**config.mk**
```make
export PLATFORM = sky130hd
export DESIGN_NAME = fcl_launcher
export DESIGN_NICKNAME = d
export VERILOG_FILES = /design/src/fcl_pkg.sv /design/src/fcl_array_op.sv /design/src/fcl_launcher.sv
export SDC_FILE = /design/constraint.sdc
export NUM_CORES = 1
export LEC_CHECK = 0
export ABC_AREA = 1
export BUFFER_PORTS_ARGS = -buffer_cell sky130_fd_sc_hd__buf_2
export CAP_MARGIN = 20
export CORE_MARGIN = 8
export CORE_UTILIZATION = 55
export CTS_CLUSTER_DIAMETER = 40
export DETAILED_ROUTE_END_ITERATION = 16
export PLACE_DENSITY = 0.87
export SYNTH_ARGS = -nofsm -noshare
export SYNTH_HDL_FRONTEND = slang
export SYNTH_SLANG_ARGS = --single-unit
```
**constraint.sdc**
```tcl
create_clock -name sys_clk_in -period 2.95 [get_ports sys_clk_in]
set_clock_uncertainty 0.05 [all_clocks]
set_input_delay 0.295 -clock sys_clk_in [delete_from_list [all_inputs] [get_ports sys_clk_in]]
set_output_delay 0.295 -clock sys_clk_in [all_outputs]
set_load 0.05 [all_outputs]
```
**src/fcl_pkg.sv**
```systemverilog
package fcl_pkg;

    // ==========================================================
    // Register map (byte addresses, one word each)
    localparam logic [11:0] FCL_ADDR_CLKDIV = 12'h000;
    localparam logic [11:0] FCL_ADDR_STAT   = 12'h004;
    localparam logic [11:0] FCL_ADDR_INDEX  = 12'h008;
    localparam logic [11:0] FCL_ADDR_PARAM  = 12'h00c;
    localparam logic [11:0] FCL_ADDR_MODE   = 12'h010;
    localparam logic [11:0] FCL_ADDR_PROT   = 12'h014;

    // ==========================================================
    // Field positions
    localparam int FCL_DIVLD_BIT  = 7;
    localparam int FCL_DIVLK_BIT  = 6;
    localparam int FCL_COMMAND_COMPLETE_FLAG_BIT   = 7;
    localparam int FCL_ACCESS_ERROR_FLAG_BIT = 5;
    localparam int FCL_PROTECTION_VIOLATION_FLAG_BIT = 4;
    localparam int FCL_MGS1_BIT   = 1;
    localparam int FCL_MGS0_BIT   = 0;

    // ==========================================================
    // Reset values
    localparam logic [7:0]  FCL_CLKDIV_RST = 8'h00;
    localparam logic [15:0] FCL_PARAM_RST  = 16'h0000;
    localparam logic [17:0] FCL_PROT_RST   = 18'h00000;

    // ==========================================================
    // Parameter indices and command codes
    localparam logic [2:0] FCL_IDX_CMD   = 3'h0;
    localparam logic [2:0] FCL_IDX_ADDR  = 3'h1;
    localparam logic [2:0] FCL_IDX_LAST  = 3'h5;
    localparam logic [7:0] FCL_CMD_PROG  = 8'h06;
    localparam logic [7:0] FCL_CMD_ONCE  = 8'h07;
    localparam logic [15:0] FCL_ONCE_MAX = 16'h0007;
    localparam int FCL_ONCE_PHRASES      = 8;

    // Valid program flash window (global address)
    localparam logic [17:0] FCL_PFLASH_LO = 18'h30000;
    localparam logic [17:0] FCL_PFLASH_HI = 18'h3ffff;

    // Array timing in cycles
    localparam int FCL_OP_CYCLES = 16;

    typedef enum logic [2:0] {
        FCL_IDLE   = 3'b000,
        FCL_CHECK  = 3'b001,
        FCL_BLANK  = 3'b010,
        FCL_PROG   = 3'b011,
        FCL_VERIFY = 3'b100,
        FCL_DONE   = 3'b101
    } fcl_state_t;

    // Request to array
    typedef struct packed {
        logic        start;
        logic        once;
        logic [17:0] addr;
        logic [63:0] data;
    } fcl_req_t;

    // Result from array
    typedef struct packed {
        logic done;
        logic verr;
        logic vunc;
    } fcl_rsp_t;

endpackage

```
**src/fcl_array_op.sv**
```systemverilog
`timescale 1ns/1ps
module fcl_array_op (
    input  wire logic            sys_clk_in,   // Bus clock
    input  wire logic            rst_in,       // Sync reset
    input  wire fcl_pkg::fcl_req_t req_in,     // Operation request
    input  wire logic            ver_err_in,   // Verify error from array
    input  wire logic            ver_unc_in,   // Uncorrectable from array
    output fcl_pkg::fcl_rsp_t    rsp_out       // Operation result
);
    import fcl_pkg::*;

    logic [4:0] cnt;
    logic       busy;

    // ==========================================================
    // Fixed-length array operation timer
    always_ff @(posedge sys_clk_in) begin
        if (rst_in) begin
            busy    <= 1'b0;
            cnt     <= 5'h00;
            rsp_out <= '0;
        end else begin
            rsp_out.done <= 1'b0;
            if (req_in.start && !busy) begin
                busy <= 1'b1;
                cnt  <= 5'(FCL_OP_CYCLES - 1);
            end else if (busy) begin
                if (cnt == 5'h00) begin
                    busy         <= 1'b0;
                    rsp_out.done <= 1'b1;
                    rsp_out.verr <= ver_err_in;
                    rsp_out.vunc <= ver_unc_in;
                end else begin
                    cnt <= cnt - 5'h01;
                end
            end
        end
    end
endmodule

```
**src/fcl_launcher.sv**
```systemverilog
// Design decisions made here: the APB interface to the registers and the register offsets.
`timescale 1ns/1ps
// Functional notes
// - Divider-loaded bit sets on first write
// - Normal mode: bit 6 write-once, locks divider
// - Special mode: bits 6-0 freely writable
// - Writing one to complete flag launches
// - Parameters locked while command runs
// - Results readable after flag returns
// - Indices 110,111 ignore writes, read zero
// - Index 0 command, address, four data
// - Program: index must be 101
// - Program: command must suit mode
// - Program: global address must be valid
// - Program: address must be phrase aligned
// - Program: protected address sets violation
// - Any verify error sets bit one
// - Uncorrectable verify error sets bit zero
// - Once region: 64 bytes, 8 phrases
// - Once: blank check, program, verify
// - Programmed once phrase refused
// - Flash reads invalid during once
module fcl_launcher (
    input  wire logic        sys_clk_in,     // Bus clock
    input  wire logic        rst_in,         // Sync reset, active high
    input  wire logic        psel,           // APB select
    input  wire logic        penable,        // APB enable
    input  wire logic        pwrite,         // APB direction
    input  wire logic [11:0] paddr,          // APB address
    input  wire logic [31:0] pwdata,         // APB write data
    output logic             pready,         // APB ready
    output logic [31:0]      prdata,         // APB read data
    output logic             pslverr,        // APB error
    input  wire logic        ver_err_in,     // Array verify error
    input  wire logic        ver_unc_in,     // Array uncorrectable error
    output fcl_pkg::fcl_req_t arr_req_out,   // Array request
    output logic             read_inv_out,   // Flash reads invalid
    output logic [5:0]       div_out         // Divider value
);
    import fcl_pkg::*;

    // ==========================================================
    // Storage
    logic [7:0]              clkdiv;
    logic [2:0]              pindex;
    logic [15:0]             param [0:5];
    logic                    command_complete_flag;
    logic                    access_error_flag;
    logic                    protection_violation_flag;
    logic                    mgs1;
    logic                    mgs0;
    logic                    special;
    logic [17:0]             prot_base;
    logic [FCL_ONCE_PHRASES-1:0] once_used;
    fcl_state_t              state;
    fcl_state_t              next_state;
    fcl_rsp_t                rsp;
    logic                    wr;
    logic                    rd;
    logic                    launch;
    logic                    op_busy;
    logic [7:0]              cmd;
    logic [17:0]             gaddr;
    logic                    bad;
    logic                    prot_hit;
    logic [2:0]              once_idx;
    logic                    mapped;
    logic                    wr_clkdiv;
    logic                    wr_stat;
    logic                    wr_index;
    logic                    wr_param;
    logic                    wr_mode;
    logic                    wr_prot;

    function automatic logic addr_valid(input logic [17:0] a);
        return (a >= FCL_PFLASH_LO) && (a <= FCL_PFLASH_HI);
    endfunction

    assign wr      = psel && penable && pwrite;
    assign rd      = psel && !pwrite;
    assign pready  = 1'b1;
    assign op_busy = (state != FCL_IDLE);
    assign cmd     = param[FCL_IDX_CMD][15:8];
    assign gaddr   = {param[FCL_IDX_CMD][1:0], param[FCL_IDX_ADDR]};
    assign once_idx = param[FCL_IDX_ADDR][2:0];
    assign div_out = clkdiv[5:0];
    assign mapped  = (paddr == FCL_ADDR_CLKDIV) || (paddr == FCL_ADDR_STAT) ||
                     (paddr == FCL_ADDR_INDEX) || (paddr == FCL_ADDR_PARAM) ||
                     (paddr == FCL_ADDR_MODE) || (paddr == FCL_ADDR_PROT);
    assign pslverr = psel && penable && !mapped;

    // One strobe per word, shared by the flags and the registers below
    assign wr_clkdiv = wr && (paddr == FCL_ADDR_CLKDIV);
    assign wr_stat   = wr && (paddr == FCL_ADDR_STAT);
    assign wr_index  = wr && (paddr == FCL_ADDR_INDEX);
    assign wr_param  = wr && (paddr == FCL_ADDR_PARAM);
    assign wr_mode   = wr && (paddr == FCL_ADDR_MODE);
    assign wr_prot   = wr && (paddr == FCL_ADDR_PROT);

    // Launch needs a write of one to the flag while idle
    assign launch = wr_stat && pwdata[FCL_COMMAND_COMPLETE_FLAG_BIT] && command_complete_flag && !op_busy;

    // ==========================================================
    // Launch checks
    assign prot_hit = (gaddr >= prot_base);
    always_comb begin
        bad = 1'b0;
        if (cmd == FCL_CMD_PROG) begin
            if (pindex != FCL_IDX_LAST)    bad = 1'b1;
            if (special)                   bad = 1'b1;
            if (!addr_valid(gaddr))        bad = 1'b1;
            if (gaddr[2:0] != 3'h0)        bad = 1'b1;
        end else if (cmd == FCL_CMD_ONCE) begin
            if (pindex != FCL_IDX_LAST)    bad = 1'b1;
            if (param[FCL_IDX_ADDR] > FCL_ONCE_MAX) bad = 1'b1;
        end else begin
            bad = 1'b1;
        end
    end

    // ==========================================================
    // Sequencer
    always_comb begin
        next_state = state;
        unique case (state)
            FCL_IDLE:   if (launch) next_state = FCL_CHECK;
            FCL_CHECK: begin
                if (access_error_flag || protection_violation_flag)
                    next_state = FCL_DONE;
                else if (cmd == FCL_CMD_ONCE)
                    next_state = FCL_BLANK;
                else
                    next_state = FCL_PROG;
            end
            FCL_BLANK:  next_state = once_used[once_idx] ? FCL_DONE : FCL_PROG;
            FCL_PROG:   if (rsp.done) next_state = FCL_VERIFY;
            FCL_VERIFY: next_state = FCL_DONE;
            FCL_DONE:   next_state = FCL_IDLE;
            default:    next_state = FCL_IDLE;
        endcase
    end

    always_ff @(posedge sys_clk_in) begin
        if (rst_in) state <= FCL_IDLE;
        else        state <= next_state;
    end

    // Array request pulse on entering program
    always_ff @(posedge sys_clk_in) begin
        if (rst_in) begin
            arr_req_out <= '0;
        end else begin
            arr_req_out.start <= (next_state == FCL_PROG) && (state != FCL_PROG);
            arr_req_out.once  <= (cmd == FCL_CMD_ONCE);
            arr_req_out.addr  <= gaddr;
            arr_req_out.data  <= {param[5], param[4], param[3], param[2]};
        end
    end

    // Registered so the flash read path sees a clean level
    always_ff @(posedge sys_clk_in) begin
        if (rst_in) begin
            read_inv_out <= 1'b0;
        end else begin
            read_inv_out <= (next_state != FCL_IDLE) && (cmd == FCL_CMD_ONCE);
        end
    end

    fcl_array_op u_op (
        .sys_clk_in (sys_clk_in),
        .rst_in     (rst_in),
        .req_in     (arr_req_out),
        .ver_err_in (ver_err_in),
        .ver_unc_in (ver_unc_in),
        .rsp_out    (rsp)
    );

    // ==========================================================
    // Completion flag and error flags
    always_ff @(posedge sys_clk_in) begin
        if (rst_in) begin
            command_complete_flag <= 1'b1;
        end else if (launch) begin
            command_complete_flag <= 1'b0;
        end else if (state == FCL_DONE) begin
            command_complete_flag <= 1'b1;
        end
    end

    // Error flags: cleared by writing one while idle; a new launch reloads them from the launch checks
    always_ff @(posedge sys_clk_in) begin
        if (rst_in) begin
            access_error_flag <= 1'b0;
            protection_violation_flag <= 1'b0;
        end else if (launch) begin
            access_error_flag <= bad;
            protection_violation_flag <= (cmd == FCL_CMD_PROG) && prot_hit;
        end else if (state == FCL_BLANK && once_used[once_idx]) begin
            access_error_flag <= 1'b1;
        end else if (wr_stat && !op_busy) begin
            if (pwdata[FCL_ACCESS_ERROR_FLAG_BIT]) access_error_flag <= 1'b0;
            if (pwdata[FCL_PROTECTION_VIOLATION_FLAG_BIT]) protection_violation_flag <= 1'b0;
        end
    end

    always_ff @(posedge sys_clk_in) begin
        if (rst_in) begin
            mgs1 <= 1'b0;
            mgs0 <= 1'b0;
        end else if (launch) begin
            mgs1 <= 1'b0;
            mgs0 <= 1'b0;
        end else if (rsp.done) begin
            mgs1 <= rsp.verr || rsp.vunc;
            mgs0 <= rsp.vunc;
        end
    end

    // Reserved once phrases are marked on completion
    always_ff @(posedge sys_clk_in) begin
        if (rst_in) begin
            once_used <= '0;
        end else if (state == FCL_VERIFY && cmd == FCL_CMD_ONCE) begin
            once_used[once_idx] <= 1'b1;
        end
    end

    // ==========================================================
    // Divider register
    always_ff @(posedge sys_clk_in) begin
        if (rst_in) begin
            clkdiv <= FCL_CLKDIV_RST;
        end else if (wr_clkdiv && !op_busy) begin
            clkdiv[FCL_DIVLD_BIT] <= 1'b1;
            if (special) begin
                clkdiv[6:0] <= pwdata[6:0];
            end else if (!clkdiv[FCL_DIVLK_BIT]) begin
                clkdiv[6:0] <= pwdata[6:0];
            end
        end
    end

    // ==========================================================
    // Index, mode, protection, parameter array
    always_ff @(posedge sys_clk_in) begin
        if (rst_in) begin
            pindex    <= 3'h0;
            special   <= 1'b0;
            prot_base <= FCL_PROT_RST;
        end else if (!op_busy) begin
            if (wr_index) pindex <= pwdata[2:0];
            if (wr_mode)  special <= pwdata[0];
            if (wr_prot)  prot_base <= pwdata[17:0];
        end
    end

    always_ff @(posedge sys_clk_in) begin
        if (rst_in) begin
            for (int i = 0; i < 6; i++) begin
                param[i] <= FCL_PARAM_RST;
            end
        end else if (wr_param && command_complete_flag && !op_busy
                     && pindex <= FCL_IDX_LAST) begin
            param[pindex] <= pwdata[15:0];
        end
    end

    // ==========================================================
    // Read data
    always_ff @(posedge sys_clk_in) begin
        if (rst_in) begin
            prdata <= 32'h00000000;
        end else if (rd && !penable) begin
            unique case (paddr)
                FCL_ADDR_CLKDIV: prdata <= {24'h000000, clkdiv};
                FCL_ADDR_STAT:   prdata <= {24'h000000, command_complete_flag, 1'b0, access_error_flag, protection_violation_flag,
                                            2'b00, mgs1, mgs0};
                FCL_ADDR_INDEX:  prdata <= {29'h00000000, pindex};
                FCL_ADDR_PARAM:  prdata <= (pindex > FCL_IDX_LAST || !command_complete_flag) ?
                                            32'h00000000 :
                                            {16'h0000, param[pindex]};
                FCL_ADDR_MODE:   prdata <= {31'h00000000, special};
                FCL_ADDR_PROT:   prdata <= {14'h0000, prot_base};
                default:         prdata <= 32'h00000000;
            endcase
        end
    end
endmodule

```
==> reports/metrics.cfg <==
[global_routing]
grt_max_degree = 74
grt_util_met2_pct = 39.01
grtUsageTotal_pct = 23.70
grt_busiest_layer = met2
grt_pass1_vias = 9540
use_met3_pct = 4.864
grt_pass1_wl_mm = 50.28
use_met1_pct = 29.45
overflow = 0
grt_antenna_before_repair = 0

[routing]
via_count = 9874
drt_iter0_drc = 1234
avgRoutedWirePerCell_um = 17.78
antenna_left = 0
drc = 0
vias_per_cell = 5.440
drt-total-wl_mm = 32.27
firstDrtPassIters = 8

[timing]
hold_violations = 0
setup_viol = 0
tightest_slew_ns = 0.9792
period_needed_ns = 2.412
fmax_mhz = 414.7
drv_slew = 0
rsz0062_at_grt = no
tns_ns = 0
max_slew_margin_pct = 34.22
period_share_pct = 81.75

[power_and_ir_drop]
comb_power_share_pct = 6.7
clock_power_share_pct = 46.2
vdd.ir_drop.worst_mv = 0.3334
swShare_pct = 23.77
p_leak_nw = 6.113
powerDensity_nw_per_um2 = 652.7
netSwitchingPower_mw = 2.195
power_frac_seq_pct = 47.1
internal_power_mw = 7.039

[floorplanning]
initial_core_util_pct = 55.42
die_area_um2 = 26770
die_h_um = 163.6
row_count = 54
die_x_um = 163.6
coreArea_um2 = 21620
io_pins = 176

[finish]
antenna_cells = 0
utilization_pct = 65.44
regArea_um2 = 7068
fillers = 1653
finalNetCount = 1580
drive_gt1_share_pct = 16.29
multi_input_area_um2 = 3938
fin_area_um2 = 14150
area_growth_syn_to_layout_pct = 18.07

[yosys]
yosysWarnings = 0
synth-seq-cells = 289
syn_avg_cell_area_um2 = 8.949
postSynthCellCount = 1339
synth_cell_types = 35
ys_seq_area_share_pct = 58.97
syn_area_um2 = 11980

[setup_path]
startpoint_type = flip-flop
r2r_start = pindex[2]
r2r_end = param[1][6]
crit_type = flip-flop to flip-flop
critPathRequiredTime_ns = 3.03
cp_cell_sequence = a21oi_1 > nand3_2 > nor2_4 > nand2_4 > nor2_4 > nand3_4 > nand2_1
cp_slowest_cell = nand2_1
cp_slowest_stage_delay_ns = 0.56
worst-path-max-fanout = 17
critPathLaunch = pindex[2]
endpoint_kind = flip-flop
crit_path_frequent_cell = nor2_4
r2r_cells = 7
arrival_ns = 2.50
reg2reg_slack_ns = 0.54

[min_path]
hp-class = primary input to flip-flop
min_to = u_op.rsp_out[1]
hp-start = ver_err_in
hold_path_depth = 3

[clock_network]
cts_resized = 0
post_cts_buffers = 0
ctsHoldBuffers = 0
root_buffer = clkbuf_16
cts_max_level = 2
numCtsBuffers = 35
clk_pin_slew_worst_paths_ns = 0.06
clockBufferDepth = 3
cts_tree = done
clk_latency_ns = 0.51
clock_sinks = 289

[run]
maxCapViolations = 0

[place]
routabilityCongestion = 0.8942
hpwl_mm = 22.56
place_area_um2 = 12970
io_buffer_count = 146

[status]
outcome = completed

placed cells by master (no fill, tap or decap), drive strengths merged, types with 15 or more instances in the layout:
cell type and instances:
nor2 237, inv 197, buf 165, dfxtp 161, nand2 149, edfxtp 128
o21ai 123, a21oi 112, nand3 61, clkbuf 52, conb 47, nand4 22
ha 20, o211ai 16, nor3 15
Yosys cell counts:
| library cell | number | area, um^2 |
|---|---|---|
| o21ai_0 | 123 | 615.6 |
| nor4_1 | 1 | 6.260 |
| a31oi_1 | 11 | 68.82 |
| dfxtp_1 | 161 | 3223 |
| nor3_4 | 1 | 16.27 |
| o22ai_1 | 1 | 6.260 |
| nand2_2 | 6 | 37.54 |
| buf_4 | 21 | 157.7 |
| o21a_1 | 1 | 7.510 |
| clkinv_1 | 3 | 11.26 |
| buf_6 | 6 | 67.56 |
| o211ai_1 | 16 | 120.1 |
| inv_2 | 2 | 7.510 |
| nor2_4 | 2 | 22.52 |
| nor2_2 | 4 | 25.02 |
| nor2_1 | 231 | 867.1 |
| ha_1 | 20 | 250.2 |
| nand2_4 | 1 | 11.26 |
| inv_4 | 1 | 6.260 |
| nor3_1 | 14 | 70.07 |
| or2_2 | 4 | 25.02 |
| clkbuf_1 | 40 | 150.1 |
| conb_1 | 2 | 7.510 |
| nand3_4 | 2 | 35.03 |
| buf_2 | 4 | 20.02 |
| inv_1 | 189 | 709.4 |
| edfxtp_1 | 128 | 3844 |
| nand4_1 | 22 | 137.6 |
| nand3_2 | 4 | 40.04 |
| a41oi_1 | 2 | 17.52 |
| buf_1 | 6 | 22.52 |
| o21bai_1 | 1 | 7.510 |
| nand3_1 | 55 | 275.3 |
| nand2_1 | 142 | 533.0 |
| a21oi_1 | 112 | 560.5 |
metrics by stage:
step	std cells	hold WS, ns	worst slack (ns)	power, mW
after floorplan	1384	0.3803	0.7455	4.870
after global placement	1752	0.3859	0.4546	5.022
after detailed placement	1752	0.3921	0.3679	5.037
after CTS	1815	0.004435	0.5740	9.265
after global routing	1815	0.01821	0.4330	9.505
final	1815	0.01250	0.5385	9.235
flip-flops by register name, indices dropped and copies added, names as in the netlist, named ones only:
name / count
state: 3
arr_req_out: 84
access_error_flag: 1
param: 128
command_complete_flag: 1
u_op.rsp_out: 3
clkdiv: 8
mgs0: 1
mgs1: 1
special: 1
prdata: 18
u_op.cnt: 5
pindex: 3
read_inv_out: 1
protection_violation_flag: 1
prot_base: 18
u_op.busy: 1
once_used: 8
worst max path at each step:
stage / endpoint / slack, ns
global placement: param[1][0] / 0.45
finish: param[1][6] / 0.54
detailed placement: param[1][2] / 0.37
floorplan: param[1][0] / 0.75
CTS: param[1][8] / 0.57
global route: param[1][14] / 0.43
worst max-delay path, delay by kind of cell, from the launching register on:
| family | cells | cell delay (ns) |
|---|---|---|
| AOI/OAI and AO/OA | 1 | 0.24 |
| DFF | 1 | 0.43 |
| and+or+nand+nor | 6 | 1.30 |
power groups by stage:
stage | logic [mW] | clock network (mW) | registers (mW)
4_1_cts | 0.615 | 4.30 | 4.35
5_1_grt | 0.665 | 4.48 | 4.36
3_3_place_gp | 0.599 | 0 | 4.42
3_5_place_dp | 0.609 | 0 | 4.43
2_1_floorplan | 0.284 | 0 | 4.59
6_report | 0.619 | 4.27 | 4.35
cell families after synthesis:
| logic type | count (synthesis) | share of synthesized area, % |
|---|---|---|
| compound gates | 267 | 11.72 |
| fa+ha+maj | 20 | 2.088 |
| buf+inv | 272 | 9.617 |
| flops | 289 | 58.97 |
| other cells | 2 | 0.06267 |
| simple gates | 489 | 17.54 |
metal layers:
metal	up-vias	wire, um
met2	565	15340
li1	4666	-
met3	96	3418
met4	0	1318
met1	4547	12200
met5	-	0
final cells by class:
cell class	count	share of cell area, %
clock inverter	11	0.8490
multi-input combinational	823	27.83
tap	280	2.476
clock buffer	52	7.508
sequential	289	49.96
inverter	195	5.191
timing repair buffer	165	6.190
Note: power is estimated with default switching activity, not from simulation.
